$ cat config.mk
export PLATFORM = sky130hd
export DESIGN_NAME = closed_loop_homing_and_deviation_guard
export DESIGN_NICKNAME = d
export VERILOG_FILES = /design/src/core/closed_loop_guard_pkg.sv /design/src/core/closed_loop_homing_and_deviation_guard.sv
export SDC_FILE = /design/constraint.sdc
export NUM_CORES = 2
export LEC_CHECK = 0
export BUFFER_PORTS_ARGS = -buffer_cell sky130_fd_sc_hd__buf_4
export CAP_MARGIN = 25
export CORE_MARGIN = 8
export CORE_UTILIZATION = 50
export DETAILED_ROUTE_END_ITERATION = 12
export GPL_TIMING_DRIVEN = 0
export PLACE_DENSITY = 0.79
export SYNTH_ARGS = -nofsm -noshare
export SYNTH_HDL_FRONTEND = slang
export SYNTH_SLANG_ARGS = --single-unit
$ cat constraint.sdc
create_clock -name clk_i -period 21.1 [get_ports clk_i]
set_clock_uncertainty 0.15 [all_clocks]
set_input_delay 4.22 -clock clk_i [delete_from_list [all_inputs] [get_ports clk_i]]
set_output_delay 4.22 -clock clk_i [all_outputs]
set_load 0.1 [all_outputs]
$ cat src/core/closed_loop_guard_pkg.sv
// Shared constants and types for the closed loop homing and deviation guard
package closed_loop_guard_pkg;

	// ------------------------------------------------------------
	// Register byte offsets on the bus
	// ------------------------------------------------------------
	localparam logic [7:0] OFS_DEV_CFG = 8'h00; // Deviation configuration
	localparam logic [7:0] OFS_SPEED_LEVEL = 8'h04; // Speed level, r/min
	localparam logic [7:0] OFS_POS_LEVEL = 8'h08; // Position level
	localparam logic [7:0] OFS_HOME_CFG = 8'h0c; // Homing configuration
	localparam logic [7:0] OFS_PULSES_PER_REV = 8'h10; // Load pulses/rev
	localparam logic [7:0] OFS_HOME_SHIFT = 8'h14; // Home shift distance
	localparam logic [7:0] OFS_CONTROL = 8'h18; // Command strobes
	localparam logic [7:0] OFS_STATUS = 8'h1c; // Alarm and homing status
	localparam logic [7:0] OFS_HOME_POS = 8'h20; // Captured home position

	// ------------------------------------------------------------
	// Field positions
	// ------------------------------------------------------------
	localparam int CFG_CHECK_LSB = 0; // deviation_check_select [1:0]
	localparam int CFG_METHOD_LSB = 2; // position_check_method [3:2]
	localparam int CFG_RESET_SEL_BIT = 4; // deviation_alarm_reset_select
	localparam int CFG_UNIT_BIT = 5; // position_level_unit_select
	localparam int HCFG_ENC_LSB = 8; // Encoder kind [9:8]
	localparam int HCFG_MARK_BIT = 10; // Linear scale has a reference mark
	localparam int CTL_START_BIT = 0; // Start homing
	localparam int CTL_ALARM_RESET_BIT = 1; // Normal alarm reset
	localparam int CTL_SOFT_RESET_BIT = 2; // Software reset

	// ------------------------------------------------------------
	// Values after reset and limits
	// ------------------------------------------------------------
	localparam logic [1:0] RST_CHECK_SELECT = 2'h3; // Both checks
	localparam logic [1:0] RST_CHECK_METHOD = 2'h0; // Continuous
	localparam logic [15:0] RST_SPEED_LEVEL = 16'h0190; // 400 r/min
	localparam logic [15:0] RST_POS_LEVEL = 16'h0064; // 100 kpulses
	localparam logic [15:0] MIN_LEVEL = 16'h0001; // Lowest level, both
	localparam logic [15:0] MAX_POS_LEVEL = 16'h4e20; // 20000
	localparam logic [31:0] KPULSE = 32'h0000_03e8; // Pulses per kpulse
	localparam logic [31:0] MIN_PPR = 32'h0000_1000; // 2^12 pulses
	localparam logic [31:0] MAX_PPR = 32'h0400_0000; // 2^26 pulses
	localparam logic [31:0] RST_PPR = 32'h0000_1000; // Smallest grid
	localparam logic [5:0] DIV_STEPS = 6'h20; // Modulo steps, 32 bits

	// ------------------------------------------------------------
	// Homing method codes, two's complement
	// ------------------------------------------------------------
	localparam logic [7:0] HM_DOG = 8'hff; // -1 dog type
	localparam logic [7:0] HM_MARK_FWD = 8'h22; // 34
	localparam logic [7:0] HM_MARK_REV = 8'h21; // 33
	localparam logic [7:0] HM_STROKE_REV = 8'hf5; // -11
	localparam logic [7:0] HM_STROKE_FWD = 8'hd5; // -43
	localparam logic [7:0] HM_DATA_SET = 8'h23; // 35 current position

	// ------------------------------------------------------------
	// Enumerations and carriers
	// ------------------------------------------------------------
	localparam logic [1:0] METHOD_CONTINUOUS = 2'h0;
	localparam logic [1:0] METHOD_STOP_ONLY = 2'h1;
	localparam logic [1:0] METHOD_STOP_OR_OFF = 2'h2;
	localparam logic [1:0] ENC_ABS_LINEAR = 2'h0;
	localparam logic [1:0] ENC_INC_LINEAR = 2'h1;
	localparam logic [1:0] ENC_SERIAL_ROTARY = 2'h2;

	typedef struct packed {
		logic signed [15:0] speed; // r/min
		logic signed [31:0] pos; // Load-side pulse units
	} feedback_t;

	typedef struct packed {
		logic speed; // speed_deviation_alarm
		logic position; // position_deviation_alarm
		logic stop_position; // stop_position_deviation_alarm
	} alarm_t;

	typedef struct packed {
		logic cyc;
		logic stb;
		logic we;
		logic [3:0] sel;
		logic [7:0] adr;
		logic [31:0] dat;
	} wb_req_t;

endpackage

$ cat src/core/closed_loop_homing_and_deviation_guard.sv
// Load-side homing reference and motor/load deviation guard, Wishbone slave
`timescale 1ns/1ns
`default_nettype none

// Notes on behaviour
// - Home from load encoder; motor index ignored
// - Absolute scale: grid every revolution from zero
// - Absolute dog homing: next grid after dog
// - Incremental scale: grid from first mark
// - Incremental dog homing: next grid after dog
// - Mark homing: mark plus shift distance
// - Method 33 is 34 reversed
// - Method -43 is -11 reversed
// - No mark on incremental scale: only index-free methods allowed
// - Serial rotary load encoder: home at index
// - Check select: off, speed, position, both
// - Speed difference at level: alarm, stop
// - Speed level from 1, default 400
// - Position difference at level: alarm, stop
// - At command stop: separate stop alarm
// - Method: continuous, stop, stop or off
// - Stop-only method raises only stop alarm
// - Position level 1 to 20000, default 100
// - Unit select: kilopulse or single pulse
// - Reset select: power/soft only, or normal
module closed_loop_homing_and_deviation_guard #(
	parameter logic [15:0] PERMISSIBLE_SPEED = 16'h1770 // Top speed level
) (
	input wire logic clk_i, // Control-cycle clock
	input wire logic rst_i, // Power-on reset
	input wire closed_loop_guard_pkg::wb_req_t wb_req_i, // Bus request
	output logic wb_ack_o, // Bus acknowledge
	output logic [31:0] wb_dat_o, // Bus read data
	input wire closed_loop_guard_pkg::feedback_t motor_fb_i, // After gear
	input wire closed_loop_guard_pkg::feedback_t load_fb_i, // Load encoder
	input wire logic load_mark_i, // Load reference mark or index
	input wire logic dog_i, // Proximity dog, high while on dog
	input wire logic command_zero_i, // Position command is zero
	input wire logic servo_on_i, // Servo is on
	input wire logic alarm_reset_i, // Normal alarm reset pulse
	output closed_loop_guard_pkg::alarm_t alarm_o, // Sticky alarms
	output logic stop_motor_o, // Stop request to the drive
	output logic homing_busy_o, // Homing search in progress
	output logic home_valid_o, // Home position captured
	output logic home_error_o, // Method refused or grid unknown
	output logic home_dir_o, // Search direction, 1 = forward
	output logic signed [31:0] home_pos_o // Home position, load units
);

	// ------------------------------------------------------------
	// Declarations
	// ------------------------------------------------------------
	typedef enum {H_IDLE, H_DIVIDE, H_DOG_ON, H_DOG_OFF, H_GRID,
		H_MARK} home_state_t;

	home_state_t state; // Homing sequencer state
	home_state_t next_state; // Sequencer next state
	logic [1:0] check_select; // deviation_check_select
	logic [1:0] check_method; // position_check_method
	logic reset_select; // deviation_alarm_reset_select
	logic unit_select; // position_level_unit_select
	logic [15:0] speed_level; // speed_deviation_level
	logic [15:0] pos_level; // position_deviation_level
	logic [7:0] home_method; // Homing method code
	logic [1:0] enc_kind; // Load encoder kind
	logic has_mark; // Linear scale carries a reference mark
	logic [31:0] ppr; // Load pulses per motor revolution
	logic signed [31:0] home_shift; // home_shift_distance
	logic bus_req; // New bus cycle waiting for its ack
	logic wr_en; // Write taken this edge
	logic [31:0] ctl_wr; // Control strobes written this edge
	logic start; // Homing start request
	logic soft_reset; // Software reset request
	logic alarm_clear; // Alarm clear allowed this edge
	logic mark_prev; // Mark level, last cycle
	logic mark_rise; // Mark crossed this cycle
	logic dog_prev; // Dog level, last cycle
	logic dog_fall; // Dog released this cycle
	logic mark_seen; // A mark crossed since power-on
	logic signed [31:0] prev_pos; // Load position, last cycle
	logic [31:0] phase; // Position within the revolution grid
	logic phase_valid; // Grid is anchored
	logic [31:0] next_phase; // Phase after this cycle's motion
	logic wrap_fwd; // Grid point crossed moving forward
	logic wrap_rev; // Grid point crossed moving backward
	logic signed [31:0] grid_pos; // Grid point just crossed
	logic [5:0] div_cnt; // Modulo steps left
	logic [31:0] div_num; // Dividend being shifted out
	logic [31:0] div_rem; // Running remainder
	logic method_known; // Method code supported
	logic needs_index; // Method depends on a mark or index
	logic refuse; // Start request refused
	logic capture; // Home position captured this cycle
	logic signed [31:0] capture_pos; // Position captured, before shift
	logic [16:0] speed_abs; // Speed difference magnitude
	logic [32:0] pos_abs; // Position difference magnitude
	logic [31:0] pos_threshold; // Level in pulses
	logic pos_over; // Position difference at level
	logic stop_window; // Command-stop detection window
	closed_loop_guard_pkg::alarm_t alarm_set; // Alarm events this cycle

	// Byte-lane merge for partial writes
	function automatic logic [31:0] merge(input logic [31:0] old_v,
		input logic [31:0] new_v, input logic [3:0] sel);
		logic [31:0] r;
		r = old_v;
		for (int i = 0; i < 4; i++) begin
			if (sel[i]) begin
				r[i*8 +: 8] = new_v[i*8 +: 8];
			end
		end
		return r;
	endfunction

	// ------------------------------------------------------------
	// Wishbone slave
	// ------------------------------------------------------------
	// One wait state: ack rises the cycle after the request, then drops
	assign bus_req = wb_req_i.cyc && wb_req_i.stb && !wb_ack_o;
	// Writes land at the edge where the master sees ack high
	assign wr_en = wb_req_i.cyc && wb_req_i.stb && wb_req_i.we && wb_ack_o;
	assign ctl_wr = (wr_en && wb_req_i.adr == closed_loop_guard_pkg::OFS_CONTROL)
		? merge(32'h0000_0000, wb_req_i.dat, wb_req_i.sel) : 32'h0000_0000;
	assign start = ctl_wr[closed_loop_guard_pkg::CTL_START_BIT];
	assign soft_reset = ctl_wr[closed_loop_guard_pkg::CTL_SOFT_RESET_BIT];

	// Acknowledge every address, mapped or not
	always_ff @(posedge clk_i) begin
		if (rst_i) begin
			wb_ack_o <= 1'b0;
		end else begin
			wb_ack_o <= bus_req;
		end
	end

	// Read data, registered with the ack; unmapped reads give zero
	always_ff @(posedge clk_i) begin
		if (rst_i) begin
			wb_dat_o <= 32'h0000_0000;
		end else if (bus_req && !wb_req_i.we) begin
			unique case (wb_req_i.adr)
				closed_loop_guard_pkg::OFS_DEV_CFG:
					wb_dat_o <= {26'h0, unit_select, reset_select,
						check_method, check_select};
				closed_loop_guard_pkg::OFS_SPEED_LEVEL:
					wb_dat_o <= {16'h0000, speed_level};
				closed_loop_guard_pkg::OFS_POS_LEVEL:
					wb_dat_o <= {16'h0000, pos_level};
				closed_loop_guard_pkg::OFS_HOME_CFG:
					wb_dat_o <= {21'h0, has_mark, enc_kind, home_method};
				closed_loop_guard_pkg::OFS_PULSES_PER_REV: wb_dat_o <= ppr;
				closed_loop_guard_pkg::OFS_HOME_SHIFT: wb_dat_o <= home_shift;
				closed_loop_guard_pkg::OFS_STATUS:
					wb_dat_o <= {25'h0, mark_seen, homing_busy_o,
						home_error_o, home_valid_o, alarm_o.stop_position,
						alarm_o.position, alarm_o.speed};
				closed_loop_guard_pkg::OFS_HOME_POS: wb_dat_o <= home_pos_o;
				default: wb_dat_o <= 32'h0000_0000;
			endcase
		end
	end

	// ------------------------------------------------------------
	// Configuration registers
	// ------------------------------------------------------------
	// Deviation configuration; writes go through byte lanes
	always_ff @(posedge clk_i) begin
		logic [31:0] v;
		v = merge({26'h0, unit_select, reset_select, check_method,
			check_select}, wb_req_i.dat, wb_req_i.sel);
		if (rst_i) begin
			check_select <= closed_loop_guard_pkg::RST_CHECK_SELECT;
			check_method <= closed_loop_guard_pkg::RST_CHECK_METHOD;
			reset_select <= 1'b0;
			unit_select <= 1'b0;
		end else if (wr_en &&
			wb_req_i.adr == closed_loop_guard_pkg::OFS_DEV_CFG) begin
			check_select <= v[closed_loop_guard_pkg::CFG_CHECK_LSB +: 2];
			check_method <= v[closed_loop_guard_pkg::CFG_METHOD_LSB +: 2];
			reset_select <= v[closed_loop_guard_pkg::CFG_RESET_SEL_BIT];
			unit_select <= v[closed_loop_guard_pkg::CFG_UNIT_BIT];
		end
	end

	// Levels; out-of-range writes clamp so a zero level never trips
	always_ff @(posedge clk_i) begin
		logic [15:0] s;
		logic [15:0] p;
		s = 16'(merge({16'h0, speed_level}, wb_req_i.dat, wb_req_i.sel));
		p = 16'(merge({16'h0, pos_level}, wb_req_i.dat, wb_req_i.sel));
		if (rst_i) begin
			speed_level <= closed_loop_guard_pkg::RST_SPEED_LEVEL;
			pos_level <= closed_loop_guard_pkg::RST_POS_LEVEL;
		end else if (wr_en) begin
			if (wb_req_i.adr == closed_loop_guard_pkg::OFS_SPEED_LEVEL) begin
				speed_level <= (s < closed_loop_guard_pkg::MIN_LEVEL)
					? closed_loop_guard_pkg::MIN_LEVEL
					: (s > PERMISSIBLE_SPEED) ? PERMISSIBLE_SPEED : s;
			end
			if (wb_req_i.adr == closed_loop_guard_pkg::OFS_POS_LEVEL) begin
				pos_level <= (p < closed_loop_guard_pkg::MIN_LEVEL)
					? closed_loop_guard_pkg::MIN_LEVEL
					: (p > closed_loop_guard_pkg::MAX_POS_LEVEL)
					? closed_loop_guard_pkg::MAX_POS_LEVEL : p;
			end
		end
	end

	// Homing configuration, grid size and shift distance
	always_ff @(posedge clk_i) begin
		logic [31:0] h;
		logic [31:0] g;
		h = merge({21'h0, has_mark, enc_kind, home_method}, wb_req_i.dat,
			wb_req_i.sel);
		g = merge(ppr, wb_req_i.dat, wb_req_i.sel);
		if (rst_i) begin
			home_method <= closed_loop_guard_pkg::HM_DOG;
			enc_kind <= closed_loop_guard_pkg::ENC_ABS_LINEAR;
			has_mark <= 1'b1;
			ppr <= closed_loop_guard_pkg::RST_PPR;
			home_shift <= 32'sh0000_0000;
		end else if (wr_en) begin
			if (wb_req_i.adr == closed_loop_guard_pkg::OFS_HOME_CFG) begin
				home_method <= h[7:0];
				enc_kind <= h[closed_loop_guard_pkg::HCFG_ENC_LSB +: 2];
				has_mark <= h[closed_loop_guard_pkg::HCFG_MARK_BIT];
			end
			if (wb_req_i.adr ==
				closed_loop_guard_pkg::OFS_PULSES_PER_REV) begin
				// Grid must be wider than one cycle of motion
				ppr <= (g < closed_loop_guard_pkg::MIN_PPR)
					? closed_loop_guard_pkg::MIN_PPR
					: (g > closed_loop_guard_pkg::MAX_PPR)
					? closed_loop_guard_pkg::MAX_PPR : g;
			end
			if (wb_req_i.adr == closed_loop_guard_pkg::OFS_HOME_SHIFT) begin
				home_shift <= merge(home_shift, wb_req_i.dat, wb_req_i.sel);
			end
		end
	end

	// ------------------------------------------------------------
	// Load-side edges and revolution grid
	// ------------------------------------------------------------
	// Only the load mark is watched; the motor index has no port
	assign mark_rise = load_mark_i && !mark_prev;
	assign dog_fall = dog_prev && !dog_i;

	// Edge history and first-mark flag
	always_ff @(posedge clk_i) begin
		if (rst_i) begin
			mark_prev <= 1'b0;
			dog_prev <= 1'b0;
			mark_seen <= 1'b0;
			prev_pos <= 32'sh0000_0000;
		end else begin
			mark_prev <= load_mark_i;
			dog_prev <= dog_i;
			prev_pos <= load_fb_i.pos;
			if (mark_rise) begin
				mark_seen <= 1'b1;
			end
		end
	end

	// Phase moves by this cycle's delta; motion per cycle is below a rev
	always_comb begin
		logic signed [32:0] sum;
		logic signed [32:0] delta;
		delta = 33'(load_fb_i.pos) - 33'(prev_pos);
		sum = $signed({1'b0, phase}) + delta;
		wrap_fwd = sum >= $signed({1'b0, ppr});
		wrap_rev = sum < 33'sh0;
		if (wrap_fwd) begin
			next_phase = 32'(sum - $signed({1'b0, ppr}));
		end else if (wrap_rev) begin
			next_phase = 32'(sum + $signed({1'b0, ppr}));
		end else begin
			next_phase = sum[31:0];
		end
		grid_pos = wrap_rev ? load_fb_i.pos + $signed(ppr - next_phase)
			: load_fb_i.pos - $signed(next_phase);
	end

	// Grid anchor and tracking
	always_ff @(posedge clk_i) begin
		if (rst_i || soft_reset) begin
			phase <= 32'h0000_0000;
			phase_valid <= 1'b0;
		end else if (state == H_DIVIDE && div_cnt == 6'h00) begin
			phase <= div_rem;
			phase_valid <= 1'b1;
		end else if (enc_kind == closed_loop_guard_pkg::ENC_INC_LINEAR &&
			mark_rise && !mark_seen) begin
			phase <= 32'h0000_0000;
			phase_valid <= 1'b1;
		end else begin
			phase <= next_phase;
		end
	end

	// Restoring modulo of the absolute position; the axis rests meanwhile
	always_ff @(posedge clk_i) begin
		logic [32:0] r;
		r = {div_rem, div_num[31]};
		if (rst_i) begin
			div_cnt <= 6'h00;
			div_num <= 32'h0000_0000;
			div_rem <= 32'h0000_0000;
		end else if (state != H_DIVIDE) begin
			div_cnt <= closed_loop_guard_pkg::DIV_STEPS;
			div_num <= load_fb_i.pos;
			div_rem <= 32'h0000_0000;
		end else if (div_cnt != 6'h00) begin
			div_cnt <= div_cnt - 6'h01;
			div_num <= {div_num[30:0], 1'b0};
			div_rem <= (r >= {1'b0, ppr}) ? 32'(r - {1'b0, ppr}) : r[31:0];
		end
	end

	// ------------------------------------------------------------
	// Homing sequencer
	// ------------------------------------------------------------
	// Method decode
	always_comb begin
		method_known = 1'b1;
		needs_index = 1'b1;
		home_dir_o = 1'b1;
		unique case (home_method)
			closed_loop_guard_pkg::HM_DOG: home_dir_o = 1'b1;
			closed_loop_guard_pkg::HM_MARK_FWD: home_dir_o = 1'b1;
			closed_loop_guard_pkg::HM_MARK_REV: home_dir_o = 1'b0;
			closed_loop_guard_pkg::HM_STROKE_REV: home_dir_o = 1'b0;
			closed_loop_guard_pkg::HM_STROKE_FWD: home_dir_o = 1'b1;
			closed_loop_guard_pkg::HM_DATA_SET: needs_index = 1'b0;
			default: method_known = 1'b0;
		endcase
	end

	// Refuse index methods on a markless incremental scale
	assign refuse = !method_known ||
		enc_kind == 2'h3 ||
		(needs_index && !has_mark &&
		enc_kind == closed_loop_guard_pkg::ENC_INC_LINEAR);

	// Next state and capture point
	always_comb begin
		next_state = state;
		capture = 1'b0;
		capture_pos = load_fb_i.pos;
		unique case (state)
			H_IDLE: begin
				if (start && !refuse) begin
					if (!needs_index) begin
						capture = 1'b1;
					end else if (home_method == closed_loop_guard_pkg::HM_DOG)
						begin
						next_state = (enc_kind ==
							closed_loop_guard_pkg::ENC_ABS_LINEAR)
							? H_DIVIDE : H_DOG_ON;
					end else begin
						next_state = H_MARK;
					end
				end
			end
			H_DIVIDE: begin
				if (div_cnt == 6'h00) begin
					next_state = H_DOG_ON;
				end
			end
			H_DOG_ON: begin
				if (dog_i) begin
					next_state = H_DOG_OFF;
				end
			end
			H_DOG_OFF: begin
				if (dog_fall) begin
					next_state = (enc_kind ==
						closed_loop_guard_pkg::ENC_SERIAL_ROTARY)
						? H_MARK : H_GRID;
				end
			end
			H_GRID: begin
				if (wrap_fwd || wrap_rev) begin
					capture = 1'b1;
					capture_pos = grid_pos;
				end
			end
			H_MARK: begin
				if (mark_rise) begin
					capture = 1'b1;
				end
			end
		endcase
		if (capture) begin
			next_state = H_IDLE;
		end
		if (soft_reset) begin
			next_state = H_IDLE;
		end
	end

	// State register
	always_ff @(posedge clk_i) begin
		if (rst_i) begin
			state <= H_IDLE;
		end else begin
			state <= next_state;
		end
	end

	// Grid must be anchored when the dog releases
	always_ff @(posedge clk_i) begin
		if (rst_i || soft_reset) begin
			home_error_o <= 1'b0;
		end else if (state == H_IDLE && start) begin
			home_error_o <= refuse;
		end else if (state == H_DOG_OFF && dog_fall &&
			enc_kind != closed_loop_guard_pkg::ENC_SERIAL_ROTARY &&
			!phase_valid) begin
			home_error_o <= 1'b1;
		end
	end

	// Home result; a new start drops the old result
	always_ff @(posedge clk_i) begin
		if (rst_i || soft_reset) begin
			home_valid_o <= 1'b0;
			home_pos_o <= 32'sh0000_0000;
		end else if (capture) begin
			home_valid_o <= 1'b1;
			home_pos_o <= capture_pos + home_shift;
		end else if (state == H_IDLE && start) begin
			home_valid_o <= 1'b0;
		end
	end

	// Busy while the sequencer is away from idle
	assign homing_busy_o = state != H_IDLE;

	// ------------------------------------------------------------
	// Deviation guard
	// ------------------------------------------------------------
	// Magnitudes of both differences
	always_comb begin
		logic signed [16:0] ds;
		logic signed [32:0] dp;
		ds = 17'(motor_fb_i.speed) - 17'(load_fb_i.speed);
		dp = 33'(motor_fb_i.pos) - 33'(load_fb_i.pos);
		speed_abs = ds[16] ? 17'(-ds) : ds;
		pos_abs = dp[32] ? 33'(-dp) : dp;
	end

	assign pos_threshold = unit_select ? {16'h0000, pos_level}
		: 32'({16'h0000, pos_level} * closed_loop_guard_pkg::KPULSE);
	assign pos_over = pos_abs >= {1'b0, pos_threshold};

	assign stop_window = (check_method ==
		closed_loop_guard_pkg::METHOD_STOP_OR_OFF)
		? (!servo_on_i || command_zero_i) : command_zero_i;

	// Alarm events
	always_comb begin
		alarm_set.speed = check_select[0] &&
			speed_abs >= {1'b0, speed_level};
		alarm_set.position = check_select[1] && pos_over && !stop_window &&
			check_method != closed_loop_guard_pkg::METHOD_STOP_ONLY &&
			check_method != closed_loop_guard_pkg::METHOD_STOP_OR_OFF;
		alarm_set.stop_position = check_select[1] && pos_over &&
			stop_window;
	end

	assign alarm_clear = soft_reset || (reset_select && (alarm_reset_i ||
		ctl_wr[closed_loop_guard_pkg::CTL_ALARM_RESET_BIT]));

	// Sticky alarms; a new event beats a clear in the same cycle
	always_ff @(posedge clk_i) begin
		if (rst_i) begin
			alarm_o <= '0;
		end else begin
			alarm_o <= alarm_set | (alarm_o & {3{!alarm_clear}});
		end
	end

	assign stop_motor_o = |alarm_o;

endmodule

`default_nettype wire

# Word-level counts from Yosys, hierarchy flattened
# Index checks and enable logic that the tools add are counted.
# op_classes
bitwise_logic	2
eq_ne	34
mul	1
reduce_logical	73
n_mux	56
n_lt_le_gt_ge	11
addsub	14
# op_table
op	count
$mux W32	17
$pmux W32 S8	1
$pmux W32 S4	1
$sub A32 B32 Y32	4
$add A32 B32 Y32	3
$eq A32 B2 Y1 const B	3
$eq A32 B3 Y1 const B	3
$sub A32 B32 Y33	2
$logic_not A32 Y1	2
$mux W16	4
$mux W8	8
$add A33 B33 Y33	1
$ge A33 B26 Y1	1
$ge A33 B32 Y1	1
$ge A33 B33 Y1	1
$lt A33 B1 Y1 const B	1
$mux W33	1
$neg A33 Y33	1
$eq A32 B1 Y1 const B	1
$eq A8 B5 Y1 const B	4
$eq A8 B6 Y1 const B	4
$gt A32 B27 Y1 const B	1
$lt A16 B1 Y1 const B	2
$lt A32 B13 Y1 const B	1
40 further kinds	123
# totals
in_bits	150
register_bits	353

# Logic depth before layout (Yosys ltp)
# logic_depth
word_depth	11
ltp_mapped	64
depth_no_buf	62

# Worst setup path after synthesis
# Ideal clock, no wire load.
# synth_path
kind	input to register
startpoint	input port load_fb_i[1] (netlist bit)
endpoint	register home_pos_o[31]
required_time_ps	20818
slack_ps	5303
stages	57
path_buffers	4
t_arrival_ps	15515
path_cell_list	inv_1 > fa_1 > inv_1 > ha_1 > a21o_1 > a21oi_1 > nor2b_1 > o21a_1 > o41ai_1 > o21ai_0 > a311oi_1 > nor3_1 > o31ai_1 > o31ai_1 > a21oi_1 > nor2_1 > nor2_1 > xnor2_1 > [21 not listed] > a211oi_1 > or3_1 > a31oi_1 > a41oi_1 > a21oi_1 > a2111oi_0 > xnor2_1 > a221o_1 > ha_1 > nand3_1 > or4_1 > a31oi_1 > a21o_1 > a21oi_1 > xnor2_1 > and2_1 > mux2i_1 > a21oi_1
# synth_via
elab_chain_cells	11
# synth_rtl
element	line	source
from (decl)	closed_loop_homing_and_deviation_guard.sv:35	input wire closed_loop_guard_pkg::feedback_t load_fb_i,
$sub A32 B32 Y33	closed_loop_homing_and_deviation_guard.sv:270	delta = 33'(load_fb_i.pos) - 33'(prev_pos);
$add A33 B33 Y33	closed_loop_homing_and_deviation_guard.sv:271	sum = $signed({1'b0, phase}) + delta;
$add A32 B32 Y32 / $lt A33 B1 Y1 (equally long branches)	closed_loop_homing_and_deviation_guard.sv:277, closed_loop_homing_and_deviation_guard.sv:273	
$mux W32	closed_loop_homing_and_deviation_guard.sv:276	end else if (wrap_rev) begin
$mux W32	closed_loop_homing_and_deviation_guard.sv:274	if (wrap_fwd) begin
$sub A32 B32 Y32	closed_loop_homing_and_deviation_guard.sv:281	grid_pos = wrap_rev ? load_fb_i.pos + $signed(ppr - next_phase)
$add A32 B32 Y32	closed_loop_homing_and_deviation_guard.sv:281	
$mux W32	closed_loop_homing_and_deviation_guard.sv:281	
$mux W32	closed_loop_homing_and_deviation_guard.sv:384	if (wrap_fwd || wrap_rev) begin
$mux W32	closed_loop_homing_and_deviation_guard.sv:351	unique case (state)
$add A32 B32 Y32	closed_loop_homing_and_deviation_guard.sv:432	home_pos_o <= capture_pos + home_shift;
to (signal assigned)	closed_loop_homing_and_deviation_guard.sv:432	
to (decl)	closed_loop_homing_and_deviation_guard.sv:47	output logic signed [31:0] home_pos_o
# Several ways; a longest one is shown, not always the timed one.
# A chain may end at the register's enable or synchronous reset.

# Final worst setup path
# Same ends and word-level chain as after synthesis.

==> impl_metrics.env <==
export IMPL_cts_setup_buffers=0
export IMPL_critical_path_class="in2reg"
export IMPL_hpwl_um=109000
export IMPL_synth_edf_count=0
export IMPL_wire_per_inst_um=24.9
export IMPL_status="completed"
export IMPL_dieWidth_um=273
export IMPL_cts_max_level=2
export IMPL_max_slew_margin_pct=19.5
export IMPL_vias=35500
export IMPL_clk_latency_ps=610
export IMPL_final_period_utilization_pct=98.2
export IMPL_die_area_um2=74500
export IMPL_arrival_ps=21030
export IMPL_port_buffers=215
export IMPL_synth_ff_type="dfxtp_1"
export IMPL_final_area_um2=37200
export IMPL_start_util_pct=50.4
export IMPL_netlist_area_um2=33000
export IMPL_grt_usage_pct=34.6
export IMPL_hold_viol=0
export IMPL_vias_per_cell=6.49
export IMPL_yosysUniqueCellTypes=95
export IMPL_hp_start="div_num[29]"
export IMPL_grt_pass1_vias=32500
export IMPL_cts_resized=0
export IMPL_whs_path_depth=2
export IMPL_path_delay_family="compound AO/OA/AOI/OAI gates"
export IMPL_drtIter0Drc=4779
export IMPL_clockBufferDepth=3
export IMPL_finalWorstPathRequiredPeriod_ps=20730
export IMPL_cts_sinks=324
export IMPL_synth_top_cells_by_area="dfxtp_1 20%, ha_1 14%, fa_1 7.2%, nor2_1 6.1%, a21oi_1 5.4%"
export IMPL_place_congestion=1.08
export IMPL_core_area_um2=65500
export IMPL_synth_nets=4943
export IMPL_cp_end_kind="register"
export IMPL_die_h_um=273
export IMPL_yosysSeqAreaShare_pct=19.7
export IMPL_num_io_pins=223
export IMPL_reg2reg_depth=56
export IMPL_synthArstFlopShare_pct=0
export IMPL_synth_common_cells="540 x nor2_1, 373 x ha_1, 362 x inv_1"
export IMPL_rsz0062_at_grt="false"
export IMPL_maxCapViolCount=0
export IMPL_numCtsBuffers=40
export IMPL_grt_max_degree=13
export IMPL_fmaxAchievable_mhz=48.3
export IMPL_cp_max_fo=10
export IMPL_critical_path_required_ps=21400
export IMPL_root_buffer="clkbuf_16"
export IMPL_regArea_um2=6490
export IMPL_dr_pass1_iters=8
export IMPL_path_buf_inv=8
export IMPL_startpoint_type="input port"
export IMPL_r2r_end="home_pos_o[31]"
export IMPL_antenna_found_initial=6
export IMPL_drive_gt1_share_pct=7.70
export IMPL_ys_seq_elements=324
export IMPL_wl_um=136000
export IMPL_avgSynthCellArea_um2=7.67
export IMPL_reg2reg_from="phase[1]"
export IMPL_final_nets=5209
export IMPL_placed_cell_area_um2=35800
export IMPL_setup_viol=0
export IMPL_cts_tree="done"
export IMPL_whs_ps=308
export IMPL_drc=0
export IMPL_yosysTopAreaCellShare_pct=19.7
export IMPL_yosys_warnings=0
export IMPL_overflow=0
export IMPL_nFillCells=6140
export IMPL_areaGrowthSynthToFinish_pct=12.7
export IMPL_hold_class="reg2reg"
export IMPL_r2r_slack_ps=4110
export IMPL_synth_top_area_cell="dfxtp_1"
export IMPL_whs_endpoint="div_num[30]"
export IMPL_syn_inst=4302
export IMPL_ctsHoldBuffers=0
export IMPL_ant_nets=0
export IMPL_critical_path_max_stage_delay_ps=800
export IMPL_path_clk_slew_ps=60
export IMPL_multi_input_area_um2=24600
export IMPL_yosysMostFrequentCell="nor2_1"
export IMPL_worst_slew_pin_slew_ps=1210
export IMPL_slowest_stage="a311oi_1"
export IMPL_slew_violations=0
export IMPL_num_rows=94
export IMPL_grt_pass1_wl_um=199000
-- per-stage QoR --
stage | setup TNS [ps] | cells | setup WS [ps] | util (%)
floorplan | 0 | 4302 | 5300 | -
global placement | -295 | 5381 | -295 | 54.5
detailed placement | 0 | 5386 | 136 | 54.6
CTS | 0 | 5459 | 611 | 56.7
global route | 0 | 5463 | 74.7 | 56.7
finish | 0 | 5469 | 375 | 56.8
-- cell usage in the layout, fill, tap and decap left out, types with 27 or more instances in the layout --
master	synthesis	layout
a211oi_1	56	56
dfxtp_1	324	324
nor4_1	30	29
mux2i_1	66	66
nor3_1	119	118
nor2_1	540	540
fa_1	118	118
a21oi_1	358	358
a21o_1	93	93
buf_4	0	215
o21a_1	43	43
xnor2_1	140	140
ha_1	373	373
nand2_1	355	355
a21boi_0	28	28
o21ai_0	201	201
a311oi_1	38	38
and3_1	30	30
nand3_1	83	83
inv_1	362	362
o21bai_1	36	36
clkbuf_16	0	40
a31oi_1	42	42
o211ai_1	27	27
nor2b_1	47	47
clkbuf_1	143	147
nand4_1	39	39
or3_1	42	42
xor2_1	63	63
nand2b_1	51	51
a22oi_1	103	103
-- worst max path at each step --
stage | from | end | slack (ps) | depth (start not counted)
finish | load_fb_i[1] | home_pos_o[31] | 370 | 57
global route | load_fb_i[1] | home_pos_o[31] | 70 | 57
CTS | load_fb_i[1] | home_pos_o[31] | 610 | 55
detailed placement | load_fb_i[1] | home_pos_o[31] | 140 | 55
global placement | load_fb_i[1] | home_pos_o[31] | -300 | 54
floorplan | load_fb_i[1] | home_pos_o[31] | 5300 | 57
-- cell type report --
cell class / instances / share of cell area [%]
well taps: 864 / 2.91
clock buffers: 60 / 3.30
flip-flops and latches: 324 / 17.4
repair buffers: 224 / 4.60
inverters: 362 / 3.65
clock inverters: 13 / 0.350
diodes: 6 / 0.0404
plain buffers: 165 / 1.69
multi-input cells: 3451 / 66.0
-- worst register-to-register path, delay by kind of cell (launching register included) --
family	cells	cell delay, ps
AO/OA/AOI/OAI	27	8550
AND/OR/NAND/NOR	13	3190
adder cells (fa/ha/maj)	6	2190
buffers and inverters	7	1860
XOR/XNOR	2	450
flip-flops	1	310
multiplexers	1	140
-- registers in the layout, indices dropped and copies added (netlist names), 2 cells and up --
signal / cells
div_num: 32
div_rem: 32
home_pos_o: 32
home_shift: 32
phase: 32
ppr: 32
prev_pos: 32
wb_dat_o: 32
pos_level: 16
speed_level: 16
home_method: 8
div_cnt: 6
alarm_o: 3
state: 3
check_method: 2
check_select: 2
enc_kind: 2
-- cell families after synthesis --
family	Yosys count	share of synthesized area (%)
AO/OA/AOI/OAI	1270	26.0
XOR/XNOR	203	5.39
multiplexers	68	2.07
AND/OR/NAND/NOR	1419	19.6
flip-flops	324	19.7
buffers and inverters	527	6.01
adder cells (fa/ha/maj)	491	21.3
-- layer usage --
metal	global-route usage [%]	wire length, um
met3	9.06	17900
met5	0	23
met2	51.3	56400
met4	18.8	8700
met1	45.6	52900
Power is not shown: default switching activity piles up to over one toggle a cycle in this logic, so the estimate is an artifact.
